<file path="src/hw/rtc_port_pkg.sv">
// Purpose: shared constants and types of the multiplexed bus port
// Assumes: 7-bit byte address space, 8-bit data
// Notes:   control registers sit in the core; everything else is byte store
package rtc_port_pkg;

	// -------------------------------------------------------------
	// address map
	// -------------------------------------------------------------
	localparam logic [6:0] ADDR_REG_A     = 7'h0A;
	localparam logic [6:0] ADDR_REG_B     = 7'h0B;
	localparam logic [6:0] ADDR_REG_C     = 7'h0C;
	localparam logic [6:0] ADDR_REG_D     = 7'h0D;
	localparam logic [6:0] ADDR_RAM_FIRST = 7'h0E;
	localparam logic [6:0] ADDR_RAM_LAST  = 7'h7F;

	// -------------------------------------------------------------
	// field positions
	// -------------------------------------------------------------
	localparam int A_BUSY     = 7;
	localparam int A_DV_LSB   = 4;
	localparam int B_PIE      = 6;
	localparam int B_AIE      = 5;
	localparam int B_UIE      = 4;
	localparam int B_SQUARE_OUT_ENABLE     = 3;
	localparam int DIV_STAGES = 15;

	// -------------------------------------------------------------
	// values after reset and fixed codes
	// -------------------------------------------------------------
	localparam logic [6:0]  REG_A_RST  = 7'h20;
	localparam logic [7:0]  REG_B_RST  = 8'h00;
	localparam logic [2:0]  DV_OSC_RUN = 3'h2;
	localparam logic [7:0]  WIPE_DATA  = 8'hFF;
	localparam logic [15:0] SYNC_RST   = 16'h001D;

	typedef enum logic [1:0]
	{
		BUS_IDLE = 2'b00,
		BUS_ADDR = 2'b01,
		BUS_READ = 2'b11
	} bus_state_t;

endpackage

</file>
<file path="src/hw/rtc_multiplexed_bus_port.sv">
// Purpose: host port of a real-time clock on a multiplexed byte bus
// Assumes: pins arrive asynchronous; event inputs are core_clk pulses
// Notes:   tri-state bus pins are split into level, value and enable
// Summary of operation
// - bus style pin high selects strobe timing, low selects enable timing
// - address is captured when the address strobe falls
// - write data taken at data strobe fall or read/write rise
// - bus is driven only inside the read window of the chosen style
// - read ends and bus floats on the closing data strobe edge
// - unselected cycles still latch the address but access nothing
// - below the power-fail threshold chip select is forced inactive
// - rising address strobe discards the latched address
// - strobe style: read/write level gives the cycle direction
// - enable style: read/write is write enable, data strobe output enable
// - reset pin leaves time, calendar and byte store untouched
// - reset pin above power-fail clears enables, periodic and alarm flags, square wave; always floats irq; blocks bus
// - irq is low while any flag meets its enable
// - reading the flag register or reset releases irq
// - irq is open drain, floating when idle
// - square wave is a rate-selected divider tap, gated and power-fail off
// - wipe pin low in backup sets all general bytes to ones
// - oscillator runs from a control register enable field
`timescale 1ns/100ps
module rtc_multiplexed_bus_port
(
	// clock and reset
	input  wire logic       core_clk,
	input  wire logic       rstn,
	// bus pins
	input  wire logic       busStyleSelect,
	input  wire logic [7:0] sharedAddrDataIn,
	output logic      [7:0] sharedAddrDataOut,
	output logic            sharedAddrDataOe,
	input  wire logic       addrLatchStrobe,
	input  wire logic       dataStrobe,
	input  wire logic       readWrite,
	input  wire logic       chipSelN,
	input  wire logic       resetPinN,
	// supply and wipe
	input  wire logic       belowPowerFail,
	input  wire logic       ramWipeN,
	// timekeeping side
	input  wire logic       oscTick,
	input  wire logic       updateInProgress,
	input  wire logic       alarmEvent,
	input  wire logic       updateEvent,
	input  wire logic       batteryValid,
	output logic            oscEnable,
	// outputs
	output logic            irqNOut,
	output logic            irqNOe,
	output logic            squareWaveOut
);

	// -------------------------------------------------------------
	// pin synchronisers
	// -------------------------------------------------------------
	logic [15:0] pinSync;
	logic [7:0]  adSync;
	logic        styleSync;
	logic        asSync;
	logic        dsSync;
	logic        rwSync;
	logic        csNSync;
	logic        resetSyncN;
	logic        pfSync;
	logic        wipeSyncN;

	pin_sync #(.WIDTH(16), .RST_VAL(rtc_port_pkg::SYNC_RST)) u_sync
	(
		.core_clk (core_clk),
		.rstn     (rstn),
		.pinIn    ({sharedAddrDataIn, busStyleSelect, addrLatchStrobe, dataStrobe,
		            readWrite, chipSelN, resetPinN, belowPowerFail, ramWipeN}),
		.pinSync  (pinSync)
	);

	assign adSync     = pinSync[15:8];
	assign styleSync  = pinSync[7];
	assign asSync     = pinSync[6];
	assign dsSync     = pinSync[5];
	assign rwSync     = pinSync[4];
	assign csNSync    = pinSync[3];
	assign resetSyncN = pinSync[2];
	assign pfSync     = pinSync[1];
	assign wipeSyncN  = pinSync[0];

	// -------------------------------------------------------------
	// state
	// -------------------------------------------------------------
	rtc_port_pkg::bus_state_t state_ff;
	rtc_port_pkg::bus_state_t nxt_state;
	logic [6:0]  addr_ff;
	logic [6:0]  nxt_addr;
	logic        asPrev_ff;
	logic        dsPrev_ff;
	logic        rwPrev_ff;
	logic [6:0]  regA_ff;
	logic [6:0]  nxt_regA;
	logic [7:0]  regB_ff;
	logic [7:0]  nxt_regB;
	logic        perFlag_ff;
	logic        nxt_perFlag;
	logic        almFlag_ff;
	logic        nxt_almFlag;
	logic        updFlag_ff;
	logic        nxt_updFlag;
	logic [14:0] div_ff;
	logic [14:0] nxt_div;
	logic        tapPrev_ff;
	logic        sqw_ff;
	logic        nxt_sqw;
	logic [6:0]  wipeAddr_ff;
	logic [6:0]  nxt_wipeAddr;
	logic [7:0]  rdData_ff;
	logic [7:0]  nxt_rdData;
	logic [7:0]  ramRdData;

	// -------------------------------------------------------------
	// decode
	// -------------------------------------------------------------
	logic       csActive;
	logic       asFall;
	logic       asRise;
	logic       wrStrobe;
	logic       readWin;
	logic       busWrite;
	logic       clearFlags;
	logic       irqSummary;
	logic       tapNow;
	logic       periodicRise;
	logic       wipeActive;
	logic       ramWe;
	logic [6:0] ramWrAddr;
	logic [7:0] ramWrData;

	function automatic logic isCtrlAddr(input logic [6:0] a);
		return (a >= rtc_port_pkg::ADDR_REG_A) && (a <= rtc_port_pkg::ADDR_REG_D);
	endfunction

	function automatic logic tapBit(input logic [3:0] rate, input logic [14:0] div);
		logic [3:0] idx;
		idx = (rate < 4'h3) ? rate + 4'h5 : rate - 4'h2;
		return (rate == 4'h0) ? 1'b0 : div[idx];
	endfunction

	assign csActive   = !csNSync && !pfSync && resetSyncN;
	assign asFall     = asPrev_ff && !asSync;
	assign asRise     = !asPrev_ff && asSync;
	assign wrStrobe   = styleSync ? (dsPrev_ff && !dsSync && !rwSync)
	                              : (!rwPrev_ff && rwSync);
	assign readWin    = styleSync ? (dsSync && rwSync) : (!dsSync && rwSync);
	assign busWrite   = wrStrobe && csActive && (state_ff == rtc_port_pkg::BUS_ADDR);
	assign clearFlags = (state_ff == rtc_port_pkg::BUS_READ) && !(readWin && csActive)
	                    && (addr_ff == rtc_port_pkg::ADDR_REG_C);
	assign irqSummary = (perFlag_ff && regB_ff[rtc_port_pkg::B_PIE])
	                    || (almFlag_ff && regB_ff[rtc_port_pkg::B_AIE])
	                    || (updFlag_ff && regB_ff[rtc_port_pkg::B_UIE]);
	assign oscEnable  = (regA_ff[6:4] == rtc_port_pkg::DV_OSC_RUN);
	assign tapNow       = tapBit(regA_ff[3:0], div_ff);
	assign periodicRise = tapNow && !tapPrev_ff;
	assign wipeActive   = pfSync && !wipeSyncN;

	// -------------------------------------------------------------
	// bus sequencing
	// -------------------------------------------------------------
	always_comb
	begin
		nxt_state = state_ff;
		nxt_addr  = addr_ff;
		case (state_ff)
			rtc_port_pkg::BUS_IDLE:
			begin
				if (asFall)
				begin
					nxt_state = rtc_port_pkg::BUS_ADDR;
					nxt_addr  = adSync[6:0];
				end
			end
			rtc_port_pkg::BUS_ADDR:
			begin
				if (asRise)
					nxt_state = rtc_port_pkg::BUS_IDLE;
				else if (readWin)
					nxt_state = csActive ? rtc_port_pkg::BUS_READ
					                     : rtc_port_pkg::BUS_IDLE;
				else if (wrStrobe && !csActive)
					nxt_state = rtc_port_pkg::BUS_IDLE;
			end
			rtc_port_pkg::BUS_READ:
			begin
				if (asRise)
					nxt_state = rtc_port_pkg::BUS_IDLE;
				else if (!(readWin && csActive))
					nxt_state = rtc_port_pkg::BUS_ADDR;
			end
			default:
				nxt_state = rtc_port_pkg::BUS_IDLE;
		endcase
	end

	always_ff @(posedge core_clk or negedge rstn)
	begin
		if (!rstn)
		begin
			state_ff  <= rtc_port_pkg::BUS_IDLE;
			addr_ff   <= 7'h00;
			asPrev_ff <= 1'b0;
			dsPrev_ff <= 1'b0;
			rwPrev_ff <= 1'b1;
		end
		else
		begin
			state_ff  <= nxt_state;
			addr_ff   <= nxt_addr;
			asPrev_ff <= asSync;
			dsPrev_ff <= dsSync;
			rwPrev_ff <= rwSync;
		end
	end

	// -------------------------------------------------------------
	// control registers and flags
	// -------------------------------------------------------------
	always_comb
	begin
		nxt_regA    = regA_ff;
		nxt_regB    = regB_ff;
		nxt_perFlag = periodicRise || (perFlag_ff && !clearFlags);
		nxt_almFlag = alarmEvent || (almFlag_ff && !clearFlags);
		nxt_updFlag = updateEvent || (updFlag_ff && !clearFlags);
		if (busWrite && (addr_ff == rtc_port_pkg::ADDR_REG_A))
			nxt_regA = adSync[6:0];
		if (busWrite && (addr_ff == rtc_port_pkg::ADDR_REG_B))
			nxt_regB = adSync;
		if (!resetSyncN && !pfSync)
		begin
			nxt_regB[rtc_port_pkg::B_PIE]  = 1'b0;
			nxt_regB[rtc_port_pkg::B_AIE]  = 1'b0;
			nxt_regB[rtc_port_pkg::B_UIE]  = 1'b0;
			nxt_regB[rtc_port_pkg::B_SQUARE_OUT_ENABLE] = 1'b0;
			nxt_perFlag = 1'b0;
			nxt_almFlag = 1'b0;
		end
	end

	always_ff @(posedge core_clk or negedge rstn)
	begin
		if (!rstn)
		begin
			regA_ff    <= rtc_port_pkg::REG_A_RST;
			regB_ff    <= rtc_port_pkg::REG_B_RST;
			perFlag_ff <= 1'b0;
			almFlag_ff <= 1'b0;
			updFlag_ff <= 1'b0;
		end
		else
		begin
			regA_ff    <= nxt_regA;
			regB_ff    <= nxt_regB;
			perFlag_ff <= nxt_perFlag;
			almFlag_ff <= nxt_almFlag;
			updFlag_ff <= nxt_updFlag;
		end
	end

	// -------------------------------------------------------------
	// divider, square wave, wipe walker, read data
	// -------------------------------------------------------------
	always_comb
	begin
		nxt_div      = (oscEnable && oscTick) ? div_ff + 15'h0001 : div_ff;
		nxt_sqw      = regB_ff[rtc_port_pkg::B_SQUARE_OUT_ENABLE] && !pfSync && tapNow;
		nxt_wipeAddr = wipeAddr_ff;
		if (wipeActive)
			nxt_wipeAddr = (wipeAddr_ff >= rtc_port_pkg::ADDR_RAM_LAST)
			               ? rtc_port_pkg::ADDR_RAM_FIRST : wipeAddr_ff + 7'h01;
		case (addr_ff)
			rtc_port_pkg::ADDR_REG_A: nxt_rdData = {updateInProgress, regA_ff};
			rtc_port_pkg::ADDR_REG_B: nxt_rdData = regB_ff;
			rtc_port_pkg::ADDR_REG_C: nxt_rdData = {irqSummary, perFlag_ff, almFlag_ff,
			                                       updFlag_ff, 4'h0};
			rtc_port_pkg::ADDR_REG_D: nxt_rdData = {batteryValid, 7'h00};
			default:                  nxt_rdData = ramRdData;
		endcase
	end

	always_ff @(posedge core_clk or negedge rstn)
	begin
		if (!rstn)
		begin
			div_ff      <= 15'h0000;
			tapPrev_ff  <= 1'b0;
			sqw_ff      <= 1'b0;
			wipeAddr_ff <= rtc_port_pkg::ADDR_RAM_FIRST;
			rdData_ff   <= 8'h00;
		end
		else
		begin
			div_ff      <= nxt_div;
			tapPrev_ff  <= tapNow;
			sqw_ff      <= nxt_sqw;
			wipeAddr_ff <= nxt_wipeAddr;
			rdData_ff   <= nxt_rdData;
		end
	end

	// -------------------------------------------------------------
	// byte store and pins
	// -------------------------------------------------------------
	assign ramWe     = wipeActive || (busWrite && !isCtrlAddr(addr_ff));
	assign ramWrAddr = wipeActive ? wipeAddr_ff : addr_ff;
	assign ramWrData = wipeActive ? rtc_port_pkg::WIPE_DATA : adSync;

	byte_store #(.ADDR_W(7), .DATA_W(8)) u_store
	(
		.core_clk  (core_clk),
		.wrEn      (ramWe),
		.wrAddr    (ramWrAddr),
		.wrData    (ramWrData),
		.rdAddr    (addr_ff),
		.rdData_ff (ramRdData)
	);

	assign sharedAddrDataOut = rdData_ff;
	assign sharedAddrDataOe  = (state_ff == rtc_port_pkg::BUS_READ);
	assign irqNOut           = 1'b0;
	assign irqNOe            = irqSummary && resetSyncN;
	assign squareWaveOut     = sqw_ff;
endmodule

</file>
<file path="src/hw/pin_sync.sv">
// Purpose: two-stage synchroniser for a group of pin levels
// Assumes: pins are levels, not pulses
// Notes:   first stage feeds only the second stage
`timescale 1ns/100ps
module pin_sync
#(
	parameter int              WIDTH   = 16,
	parameter logic [WIDTH-1:0] RST_VAL = '0
)
(
	// clock and reset
	input  wire logic             core_clk,
	input  wire logic             rstn,
	// levels
	input  wire logic [WIDTH-1:0] pinIn,
	output logic      [WIDTH-1:0] pinSync
);

	logic [WIDTH-1:0] stage1_ff;
	logic [WIDTH-1:0] stage2_ff;

	always_ff @(posedge core_clk or negedge rstn)
	begin
		if (!rstn)
		begin
			stage1_ff <= RST_VAL;
			stage2_ff <= RST_VAL;
		end
		else
		begin
			stage1_ff <= pinIn;
			stage2_ff <= stage1_ff;
		end
	end

	assign pinSync = stage2_ff;

endmodule

</file>
<file path="src/hw/byte_store.sv">
// Purpose: byte-wide store for time bytes and general-purpose bytes
// Assumes: one write port, one registered read port
// Notes:   contents have no reset, as in a battery-backed array
`timescale 1ns/100ps
module byte_store
#(
	parameter int ADDR_W = 7,
	parameter int DATA_W = 8
)
(
	// clock
	input  wire logic              core_clk,
	// write port
	input  wire logic              wrEn,
	input  wire logic [ADDR_W-1:0] wrAddr,
	input  wire logic [DATA_W-1:0] wrData,
	// read port
	input  wire logic [ADDR_W-1:0] rdAddr,
	output logic      [DATA_W-1:0] rdData_ff
);

	logic [DATA_W-1:0] mem [0:(1<<ADDR_W)-1];

	always_ff @(posedge core_clk)
	begin
		if (wrEn)
		begin
			mem[wrAddr] <= wrData;
		end
		rdData_ff <= mem[rdAddr];
	end

endmodule

</file>
<file path="config.mk">
export PLATFORM = sky130hd
export DESIGN_NAME = rtc_multiplexed_bus_port
export DESIGN_NICKNAME = d
export VERILOG_FILES = /design/src/hw/rtc_port_pkg.sv /design/src/hw/rtc_multiplexed_bus_port.sv /design/src/hw/pin_sync.sv /design/src/hw/byte_store.sv
export SDC_FILE = /design/constraint.sdc
export NUM_CORES = 1
export LEC_CHECK = 0
export BUFFER_PORTS_ARGS = -buffer_cell sky130_fd_sc_hd__buf_2
export CAP_MARGIN = 20
export CORE_MARGIN = 2
export CORE_UTILIZATION = 65
export CTS_BUF_LIST = sky130_fd_sc_hd__clkbuf_8
export DETAILED_ROUTE_END_ITERATION = 16
export PLACE_DENSITY = 0.82
export REMOVE_ABC_BUFFERS = 1
export SETUP_SLACK_MARGIN = 0.2
export SLEW_MARGIN = 40
export SYNTH_ARGS = -nofsm -noshare
export SYNTH_HDL_FRONTEND = slang
export SYNTH_SLANG_ARGS = --single-unit
</file>
<file path="constraint.sdc">
create_clock -name core_clk -period 4.9 [get_ports core_clk]
set_input_delay 0.49 -clock core_clk [delete_from_list [all_inputs] [get_ports core_clk]]
set_output_delay 0.49 -clock core_clk [all_outputs]
set_load 0.03 [all_outputs]
</file>
==> report_table.html, run 1 <==
<table>
<tr><th>Metric</th><th>Value</th></tr>
<tr><th colspan="2">Power and ir drop</th></tr>
<tr><td>Sequential share of power</td><td>50.0%</td></tr>
<tr><td>Switching Fraction</td><td>27.1%</td></tr>
<tr><td>Cell Int Power</td><td>0.0159 W</td></tr>
<tr><td>Share of power burned in combinational logic</td><td>16.4%</td></tr>
<tr><td>Pwr/cell area</td><td>450 mW/mm^2</td></tr>
<tr><td>Clock power share</td><td>33.6%</td></tr>
<tr><td>Worst ir drop on vdd</td><td>0.222 mV</td></tr>
<tr><td>Leakage dissipation</td><td>15.7 nW</td></tr>
<tr><td>Net switching power figure</td><td>0.00591 W</td></tr>
<tr><th colspan="2">Route</th></tr>
<tr><td>Highest routing layer actually used</td><td>met4</td></tr>
<tr><td>Routed wire length per instance</td><td>30.9 um</td></tr>
<tr><td>DR iter-0 viols</td><td>3584</td></tr>
<tr><td>Post-detailed-route count of antenna-violating nets</td><td>0</td></tr>
<tr><td>Total number of vias</td><td>23100</td></tr>
<tr><td>Met2 WL post-DR</td><td>49300 um</td></tr>
<tr><td>Length of routed wiring on met1</td><td>36700 um</td></tr>
<tr><td>Met3 wire length</td><td>12100 um</td></tr>
<tr><td>Detailed-route vias per instance</td><td>6.94</td></tr>
<tr><td>DRC</td><td>0</td></tr>
<tr><td>Total length of routed wires</td><td>103000 um</td></tr>
<tr><td>Detailed Routing Iterations Pass 1</td><td>9</td></tr>
<tr><th colspan="2">Logic synthesis</th></tr>
<tr><td>Synth Cell Area</td><td>0.0439 sq mm</td></tr>
<tr><td>Post-synthesis area per instance</td><td>20.2 sq um</td></tr>
<tr><td>Number of distinct library cells after synthesis</td><td>66</td></tr>
<tr><td>Fraction of registers with async set/reset</td><td>8.35%</td></tr>
<tr><td>Library cell with the largest summed area after synthesis</td><td>sky130_fd_sc_hd__edfxtp_1</td></tr>
<tr><td>Synth warn</td><td>0</td></tr>
<tr><td>Yosys top cell area share</td><td>70.1%</td></tr>
<tr><td>Sequential share of the synthesized area</td><td>75.9%</td></tr>
<tr><td>Instance count of the mapped netlist</td><td>2177</td></tr>
<tr><td>Total of flip-flops plus latches after synthesis</td><td>1126</td></tr>
<tr><td>Top post-synthesis cells by area</td><td>sky130_fd_sc_hd__edfxtp_1 70%, sky130_fd_sc_hd__mux4_2 13%, sky130_fd_sc_hd__dfrtp_1 4.6%</td></tr>
<tr><td>Count of flip-flops with a built-in enable after synthesis</td><td>1024</td></tr>
<tr><td>Primary FF master, synth</td><td>sky130_fd_sc_hd__edfxtp_1</td></tr>
<tr><th colspan="2">Floorplanning</th></tr>
<tr><td>Floorplan core area</td><td>0.0670 sq mm</td></tr>
<tr><td>Initial core utilization</td><td>65.4%</td></tr>
<tr><td>Die outline area</td><td>0.0696 sq mm</td></tr>
<tr><td>Row count</td><td>95</td></tr>
<tr><td>Die Span X</td><td>264 um</td></tr>
<tr><td>Top Ports</td><td>36</td></tr>
<tr><td>DIE HEIGHT</td><td>264 um</td></tr>
<tr><th colspan="2">Cells and area</th></tr>
<tr><td>Layout cells sized above 1</td><td>25.4%</td></tr>
<tr><td>Final core utilization</td><td>72.2%</td></tr>
<tr><td>Number of nets in the final layout</td><td>2362</td></tr>
<tr><td>Layout-stage area growth over the synthesis result</td><td>10.3%</td></tr>
<tr><td>Filler cell count</td><td>3678</td></tr>
<tr><th colspan="2">STA</th></tr>
<tr><td>Final slew viol count</td><td>0</td></tr>
<tr><td>Crit share post-route</td><td>74.5%</td></tr>
<tr><td>Layout Skew</td><td>0.0483 ns</td></tr>
<tr><td>Hold Violations, Final</td><td>0</td></tr>
<tr><td>Highest Clock Rate</td><td>274 MHz</td></tr>
<tr><td>Setup repair after global routing missed its margin</td><td>no</td></tr>
<tr><td>Final min period</td><td>3.65 ns</td></tr>
<tr><td>Hold WS</td><td>0.214 ns</td></tr>
<tr><td>Finish-stage setup viols</td><td>0</td></tr>
<tr><td>Transition at the pin with the smallest max-transition slack</td><td>0.896 ns</td></tr>
<tr><td>Max-Slew Margin vs Limit</td><td>39.7%</td></tr>
<tr><td>Setup tns final</td><td>0 ns</td></tr>
<tr><th colspan="2">Flow run</th></tr>
<tr><td>Max-capacitance violation count</td><td>0</td></tr>
<tr><th colspan="2">Setup path</th></tr>
<tr><td>Kind of end point of the critical path</td><td>register</td></tr>
<tr><td>Critical path startpoint category</td><td>register</td></tr>
<tr><td>Highest fanout seen on the critical path</td><td>18</td></tr>
<tr><td>Critical path class</td><td>reg2reg</td></tr>
<tr><td>Data arrival, critical path</td><td>4.10 ns</td></tr>
<tr><td>Critical Path RT</td><td>5.35 ns</td></tr>
<tr><th colspan="2">CTS</th></tr>
<tr><td>Buffers from clock root to sink, at most</td><td>3</td></tr>
<tr><td>CTS root buf</td><td>sky130_fd_sc_hd__clkbuf_8</td></tr>
<tr><td>Count of instances resized after the clock tree is built</td><td>0</td></tr>
<tr><td>CTS tree</td><td>yes</td></tr>
<tr><td>Number of buffers inserted during clock tree synthesis</td><td>170</td></tr>
<tr><td>Clock-pin transition on the worst setup and hold timing paths</td><td>0.06 ns</td></tr>
<tr><td>Sink count of the clock tree</td><td>1126</td></tr>
<tr><td>Buffers inserted by post-CTS timing repair</td><td>0</td></tr>
<tr><td>Number of levels the H-tree was split into</td><td>4</td></tr>
<tr><td>Worst-skew pair later-pin latency</td><td>0.84 ns</td></tr>
<tr><th colspan="2">Placement</th></tr>
<tr><td>Global placement routability congestion</td><td>0.941</td></tr>
<tr><td>Port buffer count</td><td>34</td></tr>
<tr><td>HPWL after detailed placement</td><td>61300 um</td></tr>
<tr><th colspan="2">Status</th></tr>
<tr><td>Run status</td><td>finished clean</td></tr>
<tr><th colspan="2">Global routing</th></tr>
<tr><td>Vias in the first global route</td><td>23400</td></tr>
<tr><td>Maximum number of pins on one net before global-route repair</td><td>94</td></tr>
<tr><td>Combined global-route utilization of all metal layers</td><td>30.3%</td></tr>
<tr><td>Global-route wire length before repair</td><td>153000 um</td></tr>
<tr><td>Number of antenna violations at the first check in global routing</td><td>2</td></tr>
<tr><td>Total gr overflow</td><td>0</td></tr>
<tr><th colspan="2">Worst hold path</th></tr>
<tr><td>Worst min-delay path class</td><td>in2reg</td></tr>
</table>
==> area by class of cell <==
cell class | instances | area (sq um) | share of cell area (%)
Multi-Input combinational cell | 922 | 10000 | 20.7
Inverter | 13 | 48.8 | 0.101
Timing Repair Buffer | 100 | 790 | 1.63
Clock buffer | 177 | 2440 | 5.03
Tap cell | 873 | 1090 | 2.26
Antenna cell | 2 | 5.00 | 0.0103
Sequential cell | 1126 | 33300 | 68.8
Clock inverter | 119 | 741 | 1.53
==> through the flow <==
step | cells | total power, W | worst slack (ns) | instance area, sq um
2_1_floorplan | 2061 | 0.0140 | -7.19 | 43200
3_3_place_gp | 3010 | 0.0144 | 1.14 | 44900
3_5_place_dp | 3010 | 0.0145 | 1.43 | 44900
4_1_cts | 3327 | 0.0217 | 1.40 | 48300
5_1_grt | 3331 | 0.0224 | 1.17 | 48400
6_report | 3332 | 0.0218 | 1.25 | 48400
==> registers in the layout, indices dropped and copies added, names as in the netlist, 2 cells and up <==
name,count
addr_ff,7
sharedAddrDataOut,8
u_store.rdData_ff,8
regA_ff,7
div_ff,15
u_store.mem,1024
wipeAddr_ff,7
u_sync.pinSync,16
state_ff,2
regB_ff,8
u_sync.stage1_ff,16
==> critical path, cell delays in order (launching register included) <==
cell	delay [ns]
sky130_fd_sc_hd__dfrtp_1	0.50
sky130_fd_sc_hd__nor2b_1	0.18
sky130_fd_sc_hd__buf_4	0.23
sky130_fd_sc_hd__mux2i_2	0.50
sky130_fd_sc_hd__nand2b_1	0.19
sky130_fd_sc_hd__nand2b_1	0.59
sky130_fd_sc_hd__buf_4	0.40
sky130_fd_sc_hd__nor2_1	0.66
==> metal layers <==
layer / GRT usage [%] / vias up
met4: 13.9 / 0
met3: 7.76 / 340
met1: 41.5 / 11800
met2: 47.1 / 1783
met5: 0 / -
li1: - / 9233
==> layout by cell type (no fill, tap or decap), drive strengths merged, types with 34 or more instances in the layout <==
master / count
nand3: 34
edfxtp: 1024
buf: 79
nor2: 161
nand2: 105
dfrtp: 81
inv: 67
clkinv: 53
mux2i: 72
mux4: 256
clkbuf: 177
o22ai: 41
==> worst paths after layout <==
check	start	end	slack (ns)	cells after the start
max	u_sync.pinSync[1]$_DFF_PN0_	u_store.mem[96][0]$_DFFE_PP_	1.25	7
min	oscTick	div_ff[0]$_DFFE_PN0P_	0.21	3
max reg2reg	u_sync.pinSync[1]$_DFF_PN0_	u_store.mem[96][0]$_DFFE_PP_	1.25	7
min reg2reg	u_sync.stage1_ff[3]$_DFF_PN1_	u_sync.pinSync[3]$_DFF_PN1_	0.33	0
max in group asynchronous	rstn	addr_ff[2]$_DFFE_PN0P_	3.60	3
min in group asynchronous	rstn	regA_ff[4]$_DFFE_PN0P_	0.24	2
==> logic make-up (layout without fill, tap and decap cells) <==
family	after synthesis	count (layout)	synth area share, %
buf+inv	129	409	1.67
other cells	1	3	0.00855
fa+ha+maj	6	6	0.171
flops	1126	1126	75.9
compound gates	169	169	2.74
xor+xnor	17	17	0.339
simple gates	385	385	4.02
mux	344	344	15.2
==> timing repair <==
item	CTS	global route
hold buffers	21	0
endpoints found under the setup margin	0	0
endpoints found under the hold margin	63	0
==> power by group through the flow <==
stage               Clock [W]  Combinational (W)  Sequential (W)
CTS                   0.00736            0.00344          0.0109
global route          0.00776            0.00370          0.0109
global placement            0            0.00332          0.0111
detailed placement          0            0.00340          0.0111
finish                0.00731            0.00356          0.0109
floorplan                   0            0.00251          0.0115
==> Yosys cell counts, drive strengths merged, types with 24 or more instances <==
cell type	count
buf	77
a21oi	24
clkbuf	39
mux4	256
nand2	105
a211oi	24
nand3	34
nor2	161
o22ai	41
o21ai	24
mux2i	72
edfxtp	1024
dfrtp	81
Note: power is estimated with default switching activity, not from simulation.
==> run 2, diff against run 1 <==
--- a/config.mk
+++ b/config.mk
@@ -8,10 +8,10 @@
 export BUFFER_PORTS_ARGS = -buffer_cell sky130_fd_sc_hd__buf_2
 export CAP_MARGIN = 20
 export CORE_MARGIN = 2
-export CORE_UTILIZATION = 65
+export CORE_UTILIZATION = 59
 export CTS_BUF_LIST = sky130_fd_sc_hd__clkbuf_8
 export DETAILED_ROUTE_END_ITERATION = 16
-export PLACE_DENSITY = 0.82
+export PLACE_DENSITY = 0.78
 export REMOVE_ABC_BUFFERS = 1
 export SETUP_SLACK_MARGIN = 0.2
 export SLEW_MARGIN = 40
==> constraint.sdc (replaced) <==
create_clock -name core_clk -period 3.2 [get_ports core_clk]
set_input_delay 0.32 -clock core_clk [delete_from_list [all_inputs] [get_ports core_clk]]
set_output_delay 0.32 -clock core_clk [all_outputs]
set_load 0.03 [all_outputs]
==> run 2 against run 1 <==
Against the previous run:
- non-clock buffer count up 212
- critical endpoint is now u_store.rdData_ff[5]$_DFF_P_
- worst setup slack got worse by 0.93 ns
- highest routed layer is now met5
- sequential share of layout area down 2.7 points
- critical path depth is 1 higher
- total power grew 56%
==> report_table.html, run 2 (synthesis gave the netlist of run 1 again) <==
<table>
<tr><th>Metric</th><th>Value</th></tr>
<tr><th colspan="2">Status</th></tr>
<tr><td>Run status</td><td>finished clean</td></tr>
<tr><th colspan="2">Floorplanning</th></tr>
<tr><td>Die outline area</td><td>0.0766 sq mm (+10%)</td></tr>
<tr><td>Floorplan core area</td><td>0.0733 sq mm (+9.4%)</td></tr>
<tr><td>DIE HEIGHT</td><td>277 um (+4.9%)</td></tr>
<tr><td>Row count</td><td>99 (+4.2%)</td></tr>
<tr><td>Initial core utilization</td><td>59.8% (-5.6 points)</td></tr>
<tr><td>Die Span X</td><td>277 um (+4.9%)</td></tr>
<tr><td>Top Ports</td><td>36 (unchanged)</td></tr>
<tr><th colspan="2">Global routing</th></tr>
<tr><td>Combined global-route utilization of all metal layers</td><td>27.3% (-3.0 points)</td></tr>
<tr><td>Maximum number of pins on one net before global-route repair</td><td>89 (-5.3%)</td></tr>
<tr><td>Total gr overflow</td><td>0 (unchanged)</td></tr>
<tr><td>Vias in the first global route</td><td>24100 (+2.9%)</td></tr>
<tr><td>Number of antenna violations at the first check in global routing</td><td>2 (unchanged)</td></tr>
<tr><td>Global-route wire length before repair</td><td>153000 um (+0.41%)</td></tr>
<tr><th colspan="2">Placement</th></tr>
<tr><td>DP Worst Slack</td><td>0.276 ns (-1.15 ns)</td></tr>
<tr><td>Port buffer count</td><td>34 (unchanged)</td></tr>
<tr><td>Cell total after placement</td><td>3309 (+9.9%)</td></tr>
<tr><td>HPWL after detailed placement</td><td>64400 um (+5.1%)</td></tr>
<tr><td>Global placement routability congestion</td><td>0.973 (+3.4%)</td></tr>
<tr><th colspan="2">CTS</th></tr>
<tr><td>Buffers from clock root to sink, at most</td><td>3 (unchanged)</td></tr>
<tr><td>CTS tree</td><td>yes</td></tr>
<tr><td>Number of buffers inserted during clock tree synthesis</td><td>172 (+1.2%)</td></tr>
<tr><td>Clock-pin transition on the worst setup and hold timing paths</td><td>0.07 ns (about the same)</td></tr>
<tr><td>Worst-skew pair later-pin latency</td><td>0.85 ns (about the same)</td></tr>
<tr><td>Sink count of the clock tree</td><td>1126 (unchanged)</td></tr>
<tr><td>CTS root buf</td><td>sky130_fd_sc_hd__clkbuf_8</td></tr>
<tr><td>Number of levels the H-tree was split into</td><td>4 (unchanged)</td></tr>
<tr><th colspan="2">Route</th></tr>
<tr><td>Total number of vias</td><td>23400 (+1.1%)</td></tr>
<tr><td>Detailed Routing Iterations Pass 1</td><td>8 (-1)</td></tr>
<tr><td>Detailed-route vias per instance</td><td>6.41 (-7.6%)</td></tr>
<tr><td>Total length of routed wires</td><td>103000 um (+0.43%)</td></tr>
<tr><td>DR iter-0 viols</td><td>2973 (-17%)</td></tr>
<tr><td>Routed wire length per instance</td><td>28.3 um (-8.2%)</td></tr>
<tr><td>Post-detailed-route count of antenna-violating nets</td><td>0 (unchanged)</td></tr>
<tr><td>DRC</td><td>0 (unchanged)</td></tr>
<tr><th colspan="2">STA</th></tr>
<tr><td>Final min period</td><td>2.88 ns (-0.772 ns)</td></tr>
<tr><td>Layout Skew</td><td>0.0416 ns (-0.00672 ns)</td></tr>
<tr><td>Setup repair after global routing missed its margin</td><td>yes</td></tr>
<tr><td>Max-Slew Margin vs Limit</td><td>44.6% (+4.9 points)</td></tr>
<tr><td>Transition at the pin with the smallest max-transition slack</td><td>0.825 ns (-0.0710 ns)</td></tr>
<tr><td>Crit share post-route</td><td>89.9% (+15 points)</td></tr>
<tr><td>Hold WS</td><td>0.0466 ns (-0.167 ns)</td></tr>
<tr><td>Final slew viol count</td><td>0 (unchanged)</td></tr>
<tr><td>Highest Clock Rate</td><td>348 MHz (+27%)</td></tr>
<tr><td>Worst-case setup margin in the final layout</td><td>0.323 ns (-0.928 ns)</td></tr>
<tr><td>Finish-stage setup viols</td><td>0 (unchanged)</td></tr>
<tr><td>Hold Violations, Final</td><td>0 (unchanged)</td></tr>
<tr><th colspan="2">Setup path</th></tr>
<tr><td>Crit-path max cell delay</td><td>0.64 ns (-0.02 ns)</td></tr>
<tr><td>Critical path startpoint category</td><td>register</td></tr>
<tr><td>Slowest CP cell</td><td>sky130_fd_sc_hd__dfrtp_4</td></tr>
<tr><td>Critical path class</td><td>reg2reg</td></tr>
<tr><td>Kind of end point of the critical path</td><td>register</td></tr>
<tr><td>Worst reg-to-reg setup slack</td><td>0.32 ns (-0.93 ns)</td></tr>
<tr><td>Data arrival, critical path</td><td>3.57 ns (-0.53 ns)</td></tr>
<tr><td>Critical path, cell by cell</td><td>buf_12 -&gt; buf_12 -&gt; buf_4 -&gt; mux4_2 -&gt; mux2i_1 -&gt; o211ai_1 -&gt; nand2_1 -&gt; nand3_1</td></tr>
<tr><td>Capture instance of the worst register-to-register path</td><td>u_store.rdData_ff[5]$_DFF_P_</td></tr>
<tr><td>Critical Path RT</td><td>3.89 ns (-1.46 ns)</td></tr>
<tr><td>Worst r2r path cells</td><td>8 (+1)</td></tr>
<tr><td>Highest fanout seen on the critical path</td><td>17 (-1)</td></tr>
<tr><td>Launch point of the worst reg-to-reg path</td><td>addr_ff[0]$_DFFE_PN0P_</td></tr>
<tr><td>Most used cell, CP</td><td>sky130_fd_sc_hd__buf_12</td></tr>
<tr><th colspan="2">Cells and area</th></tr>
<tr><td>Max FFs per register</td><td>1024 (unchanged)</td></tr>
<tr><td>Fin cells</td><td>3647 (+9.5%)</td></tr>
<tr><td>Number of nets in the final layout</td><td>2576 (+9.1%)</td></tr>
<tr><td>Most common library cell in the layout ignoring fill and taps</td><td>sky130_fd_sc_hd__edfxtp_1</td></tr>
<tr><td>Filler cell count</td><td>4347 (+18%)</td></tr>
<tr><td>Reg with most FFs</td><td>u_store.mem</td></tr>
<tr><td>Layout cells sized above 1</td><td>31.0% (+5.6 points)</td></tr>
<tr><td>Most used cells in the layout excluding fill and tap cells</td><td>1024 x sky130_fd_sc_hd__edfxtp_1, 256 x sky130_fd_sc_hd__mux4_2, 237 x sky130_fd_sc_hd__buf_4</td></tr>
<tr><td>Layout-stage area growth over the synthesis result</td><td>14.9%</td></tr>
<tr><th colspan="2">Flow run</th></tr>
<tr><td>Max-capacitance violation count</td><td>0 (unchanged)</td></tr>
<tr><th colspan="2">Power and ir drop</th></tr>
<tr><td>Worst ir drop on vdd</td><td>0.461 mV (+110%)</td></tr>
<tr><td>Pwr/cell area</td><td>676 mW/mm^2 (+50%)</td></tr>
<tr><td>Leakage dissipation</td><td>17.0 nW (+8.4%)</td></tr>
<tr><th colspan="2">Worst hold path</th></tr>
<tr><td>Worst min-delay path class</td><td>in2async</td></tr>
</table>
-- run 2: cell count changes in the layout (fill, tap and decap cells not counted), sizes merged --
cell and delta:
buf +211, inv +10, clkbuf +7, clkinv -3
clkinvlp +2, bufinv +1, dlygate4sd3 +1
-- run 2: metal layers --
layer | vias to the layer above | global-route usage, % | share of wire (%)
met5 | - | 0 | 0.0087
met3 | 235 | 6.93 | 9.9
met1 | 12000 | 36.3 | 37
li1 | 9675 | - | -
met2 | 1425 | 43.5 | 49
met4 | 2 | 12.0 | 3.9
-- run 2: layout make-up --
class | instances | area, sq um | share of cell area [%]
diodes | 2 | 5.00 | 0.00993
clock buffers | 184 | 2530 | 5.03
clock inverters | 129 | 811 | 1.61
inverters | 13 | 48.8 | 0.0968
multi-input cells | 922 | 9940 | 19.7
flip-flops and latches | 1126 | 33300 | 66.1
well taps | 959 | 1200 | 2.38
repair buffers | 312 | 2550 | 5.07
-- run 2: timing repair --
action,in CTS,in global routing
setup buffers,0,1
endpoints found under the setup margin,0,28
resized for setup,0,3
hold buffers,22,0
endpoints found under the hold margin,83,0
-- run 2: how the worst max path moves through the flow --
| stage | start | endpoint | slack [ns] | cells after the start |
|---|---|---|---|---|
| 4_1_cts | addr_ff[0]$_DFFE_PN0P_ | u_store.rdData_ff[5]$_DFF_P_ | 0.27 | 8 |
| 6_report | addr_ff[0]$_DFFE_PN0P_ | u_store.rdData_ff[5]$_DFF_P_ | 0.32 | 8 |
| 3_5_place_dp | addr_ff[0]$_DFFE_PN0P_ | u_store.rdData_ff[5]$_DFF_P_ | 0.28 | 8 |
| 2_1_floorplan | addr_ff[0]$_DFFE_PN0P_ | u_store.mem[110][0]$_DFFE_PP_ | -8.89 | 3 |
| 3_3_place_gp | addr_ff[0]$_DFFE_PN0P_ | u_store.rdData_ff[5]$_DFF_P_ | 0.32 | 8 |
| 5_1_grt | u_sync.pinSync[4]$_DFF_PN1_ | u_store.mem[51][7]$_DFFE_PP_ | 0.19 | 8 |
-- run 2: stage by stage --
stage | TNS (ns) | util (%) | area [sq um] | power (W)
finish | 0 | 68.7 | 50400 | 0.0340
floorplan | -8858.46 | - | 43200 | 0.0208
global route | 0 | 68.7 | 50400 | 0.0351
global placement | 0 | 63.8 | 46800 | 0.0225
CTS | 0 | 68.6 | 50300 | 0.0341
detailed placement | 0 | 63.8 | 46800 | 0.0227
-- run 2: worst max-delay path: cells and delay by family, from the launching register on --
kind | cells | cell delay (ns)
compound gates | 1 | 0.16
simple gates | 2 | 0.45
buf+inv | 3 | 0.74
mux | 2 | 0.72
flops | 1 | 0.64
-- run 2: power by group --
group          total [W]  leakage (nW)  switching, W  internal [W]
clock network     0.0115          1.92       0.00547       0.00605
logic            0.00585          4.73       0.00339       0.00246
registers         0.0167          10.4      0.000285        0.0164
total             0.0340          17.0       0.00915        0.0249
